[src/inc/sis_pkg.sv]
// Purpose: shared constants and types of the serial interrupt sampler
// Assumes: 32-bit register bus, 16 serial sources
// Notes: offsets are byte addresses within a 128-byte window
package sis_pkg;

  // ----------------------------------------
  // sizes
  // ----------------------------------------
  localparam int SIS_NSRC = 16;
  localparam int SIS_NPIN = 4;
  localparam int SIS_AW = 7;

  // ----------------------------------------
  // register offsets
  // ----------------------------------------
  localparam logic [6:0] SIS_OFS_GLOBAL_CFG = 7'h00;
  localparam logic [6:0] SIS_OFS_INT_CFG = 7'h04;
  localparam logic [6:0] SIS_OFS_TASK_PRIO = 7'h08;
  localparam logic [6:0] SIS_OFS_ACK = 7'h0c;
  localparam logic [6:0] SIS_OFS_END_SVC = 7'h10;
  localparam logic [6:0] SIS_OFS_PENDING = 7'h14;
  localparam logic [6:0] SIS_OFS_SERIAL_VECTOR_PRIORITY_REG_BASE = 7'h40;

  // ----------------------------------------
  // field positions
  // ----------------------------------------
  localparam int SIS_GCR_RESET_BIT = 31;
  localparam int SIS_GCR_MIXED_BIT = 29;
  localparam int SIS_ICR_RATIO_LSB = 28;
  localparam int SIS_ICR_SIE_BIT = 27;
  localparam int SIS_VP_MASK_BIT = 31;
  localparam int SIS_VP_ACT_BIT = 30;
  localparam int SIS_VP_POL_BIT = 23;
  localparam int SIS_VP_SENSE_BIT = 22;
  localparam int SIS_VP_PRIO_LSB = 16;
  localparam int SIS_VP_VEC_LSB = 0;

  // ----------------------------------------
  // reset values and codes
  // ----------------------------------------
  localparam logic [2:0] SIS_RATIO_RST = 3'h4;
  localparam logic [2:0] SIS_RATIO_MAX = 3'h6;
  localparam logic [3:0] SIS_TPR_RST = 4'hf;
  localparam logic [7:0] SIS_SPURIOUS_VEC = 8'hff;
  localparam logic [1:0] SIS_GAP_LAST = 2'h3;
  localparam logic [3:0] SIS_SLOT_LAST = 4'hf;
  localparam logic [1:0] SIS_RESP_OKAY = 2'h0;
  localparam logic [1:0] SIS_RESP_SLVERR = 2'h2;

  typedef enum logic [3:0] {
    SIS_SEQ_IDLE = 4'b0001,
    SIS_SEQ_PULSE = 4'b0010,
    SIS_SEQ_GAP = 4'b0100,
    SIS_SEQ_RUN = 4'b1000
  } sis_seq_t;

endpackage

[src/rtl/sis_sampler.sv]
// Purpose: serial interrupt front end with pending and selection logic
// Assumes: AXI4-Lite register access, pins synchronous to clock
// Notes: pin0 serial input, pin1 clock, pin2 reset, pin3 frame in serial mode
//
// Design decisions made here: the AXI4-Lite register port and the register addresses.
`timescale 1ns/1ps
`default_nettype none
module sis_sampler (
  // clock and reset
  input wire logic clock,
  input wire logic resetn,
  // axi4-lite write
  input wire logic [sis_pkg::SIS_AW-1:0] s_axi_awaddr,
  input wire logic s_axi_awvalid,
  output logic s_axi_awready,
  input wire logic [31:0] s_axi_wdata,
  input wire logic [3:0] s_axi_wstrb,
  input wire logic s_axi_wvalid,
  output logic s_axi_wready,
  output logic [1:0] s_axi_bresp,
  output logic s_axi_bvalid,
  input wire logic s_axi_bready,
  // axi4-lite read
  input wire logic [sis_pkg::SIS_AW-1:0] s_axi_araddr,
  input wire logic s_axi_arvalid,
  output logic s_axi_arready,
  output logic [31:0] s_axi_rdata,
  output logic [1:0] s_axi_rresp,
  output logic s_axi_rvalid,
  input wire logic s_axi_rready,
  // shared interrupt pins
  input wire logic [sis_pkg::SIS_NPIN-1:0] irq_pin_i,
  output logic [sis_pkg::SIS_NPIN-1:0] irq_pin_o,
  output logic [sis_pkg::SIS_NPIN-1:0] irq_pin_oe,
  // interrupt toward the core
  output logic irq_out
);
  import sis_pkg::*;

  typedef struct packed {
    logic aw_h;
    logic [SIS_AW-1:0] aw_a;
    logic w_h;
    logic [31:0] w_d;
    logic [3:0] w_s;
    logic bvalid;
    logic [1:0] bresp;
    logic rvalid;
    logic [31:0] rdata;
    logic [1:0] rresp;
    logic mixed;
    logic serial_mode_enable;
    logic [2:0] ratio;
    logic [3:0] tpr;
    logic [SIS_NSRC-1:0] mask;
    logic [SIS_NSRC-1:0] pol;
    logic [SIS_NSRC-1:0] sense;
    logic [SIS_NSRC-1:0][3:0] prio;
    logic [SIS_NSRC-1:0][7:0] vec;
    logic [SIS_NSRC-1:0] pend;
    logic [SIS_NSRC-1:0] act;
    sis_seq_t seq;
    logic [1:0] cnt;
    logic [3:0] slot;
    logic fired;
    logic srst;
    logic frame_n;
    logic irq;
  } sis_state_t;

  sis_state_t s_r;
  sis_state_t s_nxt;

  logic serial_on;
  logic sclk;
  logic rise;
  logic [SIS_NSRC-1:0] smp_en;
  logic [SIS_NSRC-1:0] smp_act;
  logic [SIS_NSRC-1:0] pend_upd;
  logic [SIS_NSRC-1:0] ack_clr;
  logic [SIS_NSRC-1:0] cand;
  logic [3:0] sel_id;
  logic sel_ok;
  logic do_wr;
  logic do_rd;
  logic [4:0] wr_idx;
  logic gcr_wr;

  // ----------------------------------------
  // mode and serial clock
  // ----------------------------------------
  assign serial_on = s_r.mixed && s_r.serial_mode_enable;

  sis_sclk_gen u_sclk (
    .clock(clock),
    .resetn(resetn),
    .run(serial_on),
    .ratio(s_r.ratio),
    .sclk(sclk),
    .rise(rise)
  );

  // ----------------------------------------
  // per-source detection
  // ----------------------------------------
  genvar gi;
  generate
    for (gi = 0; gi < SIS_NSRC; gi++) begin : g_src
      // direct mode only sees the four shared pins
      assign smp_en[gi] = serial_on ?
        (rise && s_r.seq == SIS_SEQ_RUN && s_r.slot == 4'(gi)) :
        (s_r.mixed && gi < SIS_NPIN);
      assign smp_act[gi] = (serial_on ? irq_pin_i[0] : irq_pin_i[gi % SIS_NPIN])
        ~^ s_r.pol[gi];
      // set beats acknowledge in the same cycle
      assign pend_upd[gi] = s_r.sense[gi] ?
        (smp_en[gi] ? smp_act[gi] : s_r.pend[gi]) :
        ((smp_en[gi] && smp_act[gi] && !s_r.act[gi]) ||
         (s_r.pend[gi] && !ack_clr[gi]));
      assign cand[gi] = s_r.pend[gi] && !s_r.mask[gi] && s_r.prio[gi] > s_r.tpr;
    end
  endgenerate

  // ----------------------------------------
  // selection of the source to deliver
  // ----------------------------------------
  always_comb begin
    logic [3:0] best;
    best = 4'h0;
    sel_id = 4'h0;
    sel_ok = 1'b0;
    for (int i = 0; i < SIS_NSRC; i++) begin
      if (cand[i] && (!sel_ok || s_r.prio[i] > best)) begin
        sel_ok = 1'b1;
        best = s_r.prio[i];
        sel_id = 4'(i);
      end
    end
  end

  assign do_rd = s_axi_arvalid && !s_r.rvalid;
  assign do_wr = s_r.aw_h && s_r.w_h && !s_r.bvalid;
  assign wr_idx = s_r.aw_a[6:2];
  assign gcr_wr = do_wr && s_r.aw_a == SIS_OFS_GLOBAL_CFG;
  // an acknowledge read takes the edge request into service
  assign ack_clr = (do_rd && s_axi_araddr == SIS_OFS_ACK && sel_ok) ?
    (16'h0001 << sel_id) : 16'h0000;

  function automatic logic [31:0] merge(input logic [31:0] old, input logic [31:0] d,
                                        input logic [3:0] be);
    logic [31:0] m;
    m = {{8{be[3]}}, {8{be[2]}}, {8{be[1]}}, {8{be[0]}}};
    return (old & ~m) | (d & m);
  endfunction

  // ----------------------------------------
  // register read view
  // ----------------------------------------
  function automatic logic [31:0] view(input sis_state_t s, input logic [SIS_AW-1:0] a,
                                       input logic ok, input logic [3:0] id);
    logic [31:0] v;
    logic [3:0] n;
    v = 32'h0;
    n = a[5:2];
    if (a >= SIS_OFS_SERIAL_VECTOR_PRIORITY_REG_BASE) begin
      v[SIS_VP_MASK_BIT] = s.mask[n];
      v[SIS_VP_ACT_BIT] = s.act[n];
      v[SIS_VP_POL_BIT] = s.pol[n];
      v[SIS_VP_SENSE_BIT] = s.sense[n];
      v[SIS_VP_PRIO_LSB +: 4] = s.prio[n];
      v[SIS_VP_VEC_LSB +: 8] = s.vec[n];
    end else begin
      unique case (a)
        SIS_OFS_GLOBAL_CFG: v[SIS_GCR_MIXED_BIT] = s.mixed;
        SIS_OFS_INT_CFG: begin
          v[SIS_ICR_RATIO_LSB +: 3] = s.ratio;
          v[SIS_ICR_SIE_BIT] = s.serial_mode_enable;
        end
        SIS_OFS_TASK_PRIO: v[3:0] = s.tpr;
        SIS_OFS_ACK: v[7:0] = ok ? s.vec[id] : SIS_SPURIOUS_VEC;
        SIS_OFS_PENDING: v[SIS_NSRC-1:0] = s.pend;
        default: v = 32'h0;
      endcase
    end
    return v;
  endfunction

  function automatic logic mapped(input logic [SIS_AW-1:0] a);
    return a[1:0] == 2'h0 && (a >= SIS_OFS_SERIAL_VECTOR_PRIORITY_REG_BASE || a <= SIS_OFS_PENDING);
  endfunction

  // ----------------------------------------
  // next state
  // ----------------------------------------
  always_comb begin
    logic [31:0] cur;
    logic [31:0] nv;
    logic [3:0] n;
    s_nxt = s_r;
    cur = view(s_r, s_r.aw_a, 1'b0, 4'h0);
    nv = merge(cur, s_r.w_d, s_r.w_s);
    n = wr_idx[3:0];
    s_nxt.pend = pend_upd;
    for (int i = 0; i < SIS_NSRC; i++) begin
      if (smp_en[i]) begin
        s_nxt.act[i] = smp_act[i];
      end
    end
    // bus handshakes
    if (s_axi_awvalid && !s_r.aw_h) begin
      s_nxt.aw_h = 1'b1;
      s_nxt.aw_a = s_axi_awaddr;
    end
    if (s_axi_wvalid && !s_r.w_h) begin
      s_nxt.w_h = 1'b1;
      s_nxt.w_d = s_axi_wdata;
      s_nxt.w_s = s_axi_wstrb;
    end
    if (s_r.bvalid && s_axi_bready) begin
      s_nxt.bvalid = 1'b0;
    end
    if (s_r.rvalid && s_axi_rready) begin
      s_nxt.rvalid = 1'b0;
    end
    if (do_rd) begin
      s_nxt.rvalid = 1'b1;
      s_nxt.rdata = view(s_r, s_axi_araddr, sel_ok, sel_id);
      s_nxt.rresp = mapped(s_axi_araddr) ? SIS_RESP_OKAY : SIS_RESP_SLVERR;
    end
    if (do_wr) begin
      s_nxt.aw_h = 1'b0;
      s_nxt.w_h = 1'b0;
      s_nxt.bvalid = 1'b1;
      s_nxt.bresp = mapped(s_r.aw_a) ? SIS_RESP_OKAY : SIS_RESP_SLVERR;
      if (s_r.aw_a >= SIS_OFS_SERIAL_VECTOR_PRIORITY_REG_BASE) begin
        s_nxt.mask[n] = nv[SIS_VP_MASK_BIT];
        s_nxt.pol[n] = nv[SIS_VP_POL_BIT];
        s_nxt.sense[n] = nv[SIS_VP_SENSE_BIT];
        s_nxt.prio[n] = nv[SIS_VP_PRIO_LSB +: 4];
        s_nxt.vec[n] = nv[SIS_VP_VEC_LSB +: 8];
      end else if (s_r.aw_a == SIS_OFS_GLOBAL_CFG) begin
        s_nxt.mixed = nv[SIS_GCR_MIXED_BIT];
      end else if (s_r.aw_a == SIS_OFS_INT_CFG) begin
        s_nxt.ratio = nv[SIS_ICR_RATIO_LSB +: 3];
        s_nxt.serial_mode_enable = nv[SIS_ICR_SIE_BIT];
      end else if (s_r.aw_a == SIS_OFS_TASK_PRIO) begin
        s_nxt.tpr = nv[3:0];
      end
    end
    // serial sequence
    unique case (s_r.seq)
      SIS_SEQ_IDLE: begin
        if (serial_on) begin
          // a second enable without reset skips the pulse
          s_nxt.seq = s_r.fired ? SIS_SEQ_GAP : SIS_SEQ_PULSE;
          s_nxt.cnt = 2'h0;
        end
      end
      SIS_SEQ_PULSE: begin
        s_nxt.srst = 1'b1;
        s_nxt.fired = 1'b1;
        if (rise && s_r.srst) begin
          s_nxt.cnt = s_r.cnt + 2'h1;
          if (s_r.cnt == 2'h1) begin
            s_nxt.srst = 1'b0;
            s_nxt.seq = SIS_SEQ_GAP;
            s_nxt.cnt = 2'h0;
          end
        end
      end
      SIS_SEQ_GAP: begin
        if (rise) begin
          s_nxt.cnt = s_r.cnt + 2'h1;
          if (s_r.cnt == SIS_GAP_LAST) begin
            s_nxt.seq = SIS_SEQ_RUN;
            s_nxt.slot = 4'h0;
          end
        end
      end
      SIS_SEQ_RUN: begin
        if (rise) begin
          s_nxt.slot = s_r.slot + 4'h1;
        end
      end
    endcase
    if (!serial_on) begin
      s_nxt.seq = SIS_SEQ_IDLE;
      s_nxt.srst = 1'b0;
      s_nxt.slot = 4'h0;
    end
    s_nxt.frame_n = !(s_nxt.seq == SIS_SEQ_RUN && s_nxt.slot == 4'h0);
    // pass-through forwards pin zero untouched
    s_nxt.irq = s_r.mixed ? sel_ok : irq_pin_i[0];
    // controller reset bit acts at once and reads back as zero
    if (do_wr && s_r.aw_a == SIS_OFS_GLOBAL_CFG && nv[SIS_GCR_RESET_BIT]) begin
      s_nxt.mixed = 1'b0;
      s_nxt.serial_mode_enable = 1'b0;
      s_nxt.ratio = SIS_RATIO_RST;
      s_nxt.tpr = SIS_TPR_RST;
      s_nxt.mask = '1;
      s_nxt.pend = '0;
      s_nxt.fired = 1'b0;
      s_nxt.seq = SIS_SEQ_IDLE;
      s_nxt.srst = 1'b0;
      s_nxt.frame_n = 1'b1;
    end
  end

  always_ff @(posedge clock or negedge resetn) begin
    if (!resetn) begin
      s_r <= '0;
      s_r.ratio <= SIS_RATIO_RST;
      s_r.tpr <= SIS_TPR_RST;
      s_r.mask <= '1;
      s_r.seq <= SIS_SEQ_IDLE;
      s_r.frame_n <= 1'b1;
    end else begin
      s_r <= s_nxt;
    end
  end

  // ----------------------------------------
  // outputs
  // ----------------------------------------
  assign s_axi_awready = !s_r.aw_h;
  assign s_axi_wready = !s_r.w_h;
  assign s_axi_bvalid = s_r.bvalid;
  assign s_axi_bresp = s_r.bresp;
  assign s_axi_arready = !s_r.rvalid;
  assign s_axi_rvalid = s_r.rvalid;
  assign s_axi_rdata = s_r.rdata;
  assign s_axi_rresp = s_r.rresp;
  assign irq_pin_o = {s_r.frame_n, s_r.srst, sclk, 1'b0};
  assign irq_pin_oe = serial_on ? 4'he : 4'h0;
  assign irq_out = s_r.irq;
endmodule
`default_nettype wire

[src/rtl/sis_sclk_gen.sv]
// Purpose: serial clock divider for the sampler
// Assumes: ratio field 0..6 gives divide by 2..14
// Notes: rise is a one-cycle pulse in the cycle sclk goes high
`timescale 1ns/1ps
`default_nettype none
module sis_sclk_gen (
  // clock and reset
  input wire logic clock,
  input wire logic resetn,
  // control
  input wire logic run,
  input wire logic [2:0] ratio,
  // serial clock
  output logic sclk,
  output logic rise
);
  import sis_pkg::*;

  typedef struct packed {
    logic [2:0] cnt;
    logic sclk;
    logic rise;
  } sis_div_t;

  sis_div_t s_r;
  sis_div_t s_nxt;
  logic [2:0] half_last;

  // --------------------------------
  // divider
  // --------------------------------
  // illegal code 7 clamps to the slowest legal ratio
  assign half_last = (ratio > SIS_RATIO_MAX) ? SIS_RATIO_MAX : ratio;

  always_comb begin
    s_nxt = s_r;
    s_nxt.rise = 1'b0;
    if (!run) begin
      s_nxt.cnt = 3'h0;
      s_nxt.sclk = 1'b0;
    end else if (s_r.cnt >= half_last) begin
      s_nxt.cnt = 3'h0;
      s_nxt.sclk = !s_r.sclk;
      s_nxt.rise = !s_r.sclk;
    end else begin
      s_nxt.cnt = s_r.cnt + 3'h1;
    end
  end

  always_ff @(posedge clock or negedge resetn) begin
    if (!resetn) begin
      s_r <= '0;
    end else begin
      s_r <= s_nxt;
    end
  end

  assign sclk = s_r.sclk;
  assign rise = s_r.rise;
endmodule
`default_nettype wire

[config.mk]
export PLATFORM = sky130hd
export DESIGN_NAME = sis_sampler
export DESIGN_NICKNAME = d
export VERILOG_FILES = /design/src/inc/sis_pkg.sv /design/src/rtl/sis_sampler.sv /design/src/rtl/sis_sclk_gen.sv
export SDC_FILE = /design/constraint.sdc
export NUM_CORES = 1
export LEC_CHECK = 0
export BUFFER_PORTS_ARGS = -buffer_cell sky130_fd_sc_hd__buf_2
export CAP_MARGIN = 0
export CORE_ASPECT_RATIO = 1.25
export CORE_MARGIN = 4
export CORE_UTILIZATION = 55
export CTS_CLUSTER_SIZE = 20
export DETAILED_ROUTE_END_ITERATION = 12
export PLACE_DENSITY = 0.72
export SLEW_MARGIN = 20
export SYNTH_ARGS = -nofsm -noshare
export SYNTH_HDL_FRONTEND = slang
export SYNTH_SLANG_ARGS = --single-unit
[constraint.sdc]
create_clock -name clock -period 30.6 [get_ports clock]
set_input_delay 3.06 -clock clock [delete_from_list [all_inputs] [get_ports clock]]
set_output_delay 3.06 -clock clock [all_outputs]
set_load 0.02 [all_outputs]
==> flow_summary.toml <==
[status]
status = "finished clean"

[timing]
tightest_slew_ns = 1.09
fin_crit_ns = 28.37
slew_viol_final = 0
hold_viol_final = 0
skew_ns = 0.0172
fin_setup_tns_ns = 0
finalSetupViolations = 0
hold_ws_ns = 0.473
relSlewSlack_pct = 26.6
fin_crit_sh_pct = 92.7
rsz0062_at_grt = "false"
timing.fmax_ghz = 0.0353

[synthesis]
async_flop_share_pct = 100
ys_ff_latch = 362
netlist_instances = 2494
seq_area_frac_synth_pct = 37.3
avgSynthCellArea_um2 = 9.78
ys.flop_type = "dfrtp_1"
synth_most_common_cell = "dfrtp_1"
syn-cell-area_um2 = 24400
synth_edf_count = 0
synth.distinct_cells = 87
yosys_warnings = 0
synth_commonest_cells = "339 x dfrtp_1, 276 x a21oi_1, 260 x nor2_1"
synth_top_area_cell = "dfrtp_1"
synth_top_area_share_pct = 34.8
synth_area_leaders = "dfrtp_1 35%, mux4_2 14%, ha_1 6.6%"

[die]
fp.dieArea_um2 = 47800
fp-row-count = 86
coreArea_um2 = 44000
die_h_um = 243
die_w_um = 196
initial_utilization_pct = 55.4
boundaryPins = 111

[cts]
htree_num_levels = 2
cts_tree = "done"
cts_buffer_depth = 3
cts.sinks = 362
clk_latency_ns = 0.59
cts-root-buf = "clkbuf_16"
path_clk_slew_ns = 0.06
cts_buffers = 40

[layout]
nets = 2684
area.growth.synth_to_final_pct = 9.24
ff_latch_area_um2 = 9090
nFillCells = 3662
drive_gt1_share_pct = 20.2
diodes = 0
multiInputGateArea_um2 = 14200

[worst_setup_path]
critPathRequiredTime_ns = 31.13
startpoint_type = "flop"
crit_buf_inv = 13
crit_path_start = "s_r[289]"
critPathKind = "flop to flop"
cp_data_arrival_time_ns = 28.90
crit_slowest_cell = "or3_1"
cp_common_cell = "ha_1"
cp-end-kind = "flop"
cp_slowest_stage_delay_ns = 0.61
timing.rr.start = "s_r[289]"
cp_max_fo = 16
critPathTopFamily = "compound AO/OA/AOI/OAI gates"

[hold_path]
min_path_type = "flop to flop"
hold_path_startpoint = "u_sclk.s_r[2]"

[power_and_ir_drop]
finalPower_w = 0.00347
ir_drop_uv = 91.3
powerDensity_nw_per_um2 = 130
leakagePower_nw = 11.3

[routing]
avgViaCountPerCell = 6.82
drc = 0
drt-initial-drc-count = 2220
post_drt_wl_per_cell_um = 26.0
first_pass_iters = 8
routed_wl_um = 80700
antenna_left = 0
vias = 21118

[global_routing]
overflow = 0
grt_antenna_before_repair = 0
grt_max_degree = 93
first_global_vias = 21135
track_usage_pct = 33.5
grt_pass1_wl_um = 124000

[placement]
dp_hpwl_um = 55900
port_buffers = 87
place.gp.congestion = 0.992

[flow_run]
drv_cap = 0
report_power, final:
part | total (W) | switching [W] | internal [W]
clock network | 0.000516 | 0.000210 | 0.000306
logic | 0.00204 | 0.00122 | 0.000823
registers | 0.000911 | 0.000253 | 0.000658
repair_timing:
action	in CTS	in global routing
hold buffers	0	0
buffers inserted	0	8
setup endpoints to repair	0	23
resized for setup	0	6
hold endpoints to repair	0	0
path summary, 6_finish.rpt:
| path | end | slack (ns) | cells after the start |
|---|---|---|---|
| worst min-delay path | u_sclk.s_r[2] | 0.47 | 1 |
| min in group asynchronous | s_r[13] | 2.47 | 1 |
| worst max register to register | s_axi_rdata[2] | 2.23 | 136 |
| max in group asynchronous | s_r[373] | 26.63 | 2 |
| worst max-delay path | s_axi_rdata[2] | 2.23 | 136 |
| worst min register to register | u_sclk.s_r[2] | 0.47 | 1 |
through the flow:
step | area, µm² | utilization (%) | worst slack (ns) | instances
after detailed placement | 25100 | 57.1 | 1.43 | 3016
after CTS | 26500 | 60.3 | 1.20 | 3089
after global routing | 26600 | 60.5 | 0.0655 | 3098
after global placement | 25100 | 57.1 | 2.44 | 3016
after floorplan | 24400 | - | 5.90 | 2502
final | 26600 | 60.5 | 2.23 | 3098
per-layer routing:
layer	vias up	GRT usage, %	wire length [µm]
met1	10384	42.1	29500
met3	346	8.08	7930
met5	-	0	0
li1	9153	-	-
met4	0	21.0	6190
met2	1235	52.1	37100
final cells by class:
cell class | instances | area share [%]
clock inverter | 8 | 0.568
multi-input combinational | 1841 | 53.1
inverter | 104 | 1.47
timing repair buffer | 146 | 3.34
tap | 572 | 2.69
clock buffer | 65 | 4.68
sequential | 362 | 34.1
logic make-up (layout without fill, tap and decap cells):
kind of cell	Yosys count	in the layout	synth area share [%]
other	1	9	0.0154
multiplexers	254	254	18.7
buffers and inverters	299	323	5.33
flip-flops	362	362	37.3
adder cells (fa/ha/maj)	128	128	6.57
AND/OR/NAND/NOR	746	746	14.3
AO/OA/AOI/OAI	684	684	17.1
XOR/XNOR	20	20	0.718
cells in the final DEF (no fill, tap or decap), types with 13 or more instances in the layout:
cell type	count
a21o_1	16
a21oi_1	269
a221oi_1	18
a31oi_1	17
buf_2	85
buf_4	60
clkbuf_16	41
clkbuf_8	13
dfrtp_1	337
dfstp_2	23
ha_1	128
inv_1	101
mux2_2	62
mux2i_1	37
mux4_2	155
nand2_1	226
nand2b_1	26
nand3_1	25
nand4_1	26
nor2_1	250
nor2b_1	55
nor3_1	43
o211ai_1	15
o21a_1	25
o21ai_0	165
o22ai_1	17
o311ai_0	13
o31ai_1	14
xnor2_1	13
sequential cells by signal, summed over array words and instances (netlist names):
signal        flops
s_r             323
u_sclk.sclk       1
s_axi_rresp       1
s_axi_rdata      27
irq_pin_o         2
s_axi_bvalid      1
s_axi_bresp       1
irq_out           1
u_sclk.rise       1
s_axi_rvalid      1
u_sclk.s_r        3
worst register-to-register path: cells and delay by family (launching register included):
family                     cells  cell delay (ns)
AOI/OAI and AO/OA             61            12.60
and+or+nand+nor               35             5.47
adders and majority gates     16             4.54
muxes                         11             3.86
buffers and inverters         13             1.25
DFF                            1             0.60
(Power assumes the default switching activity.)
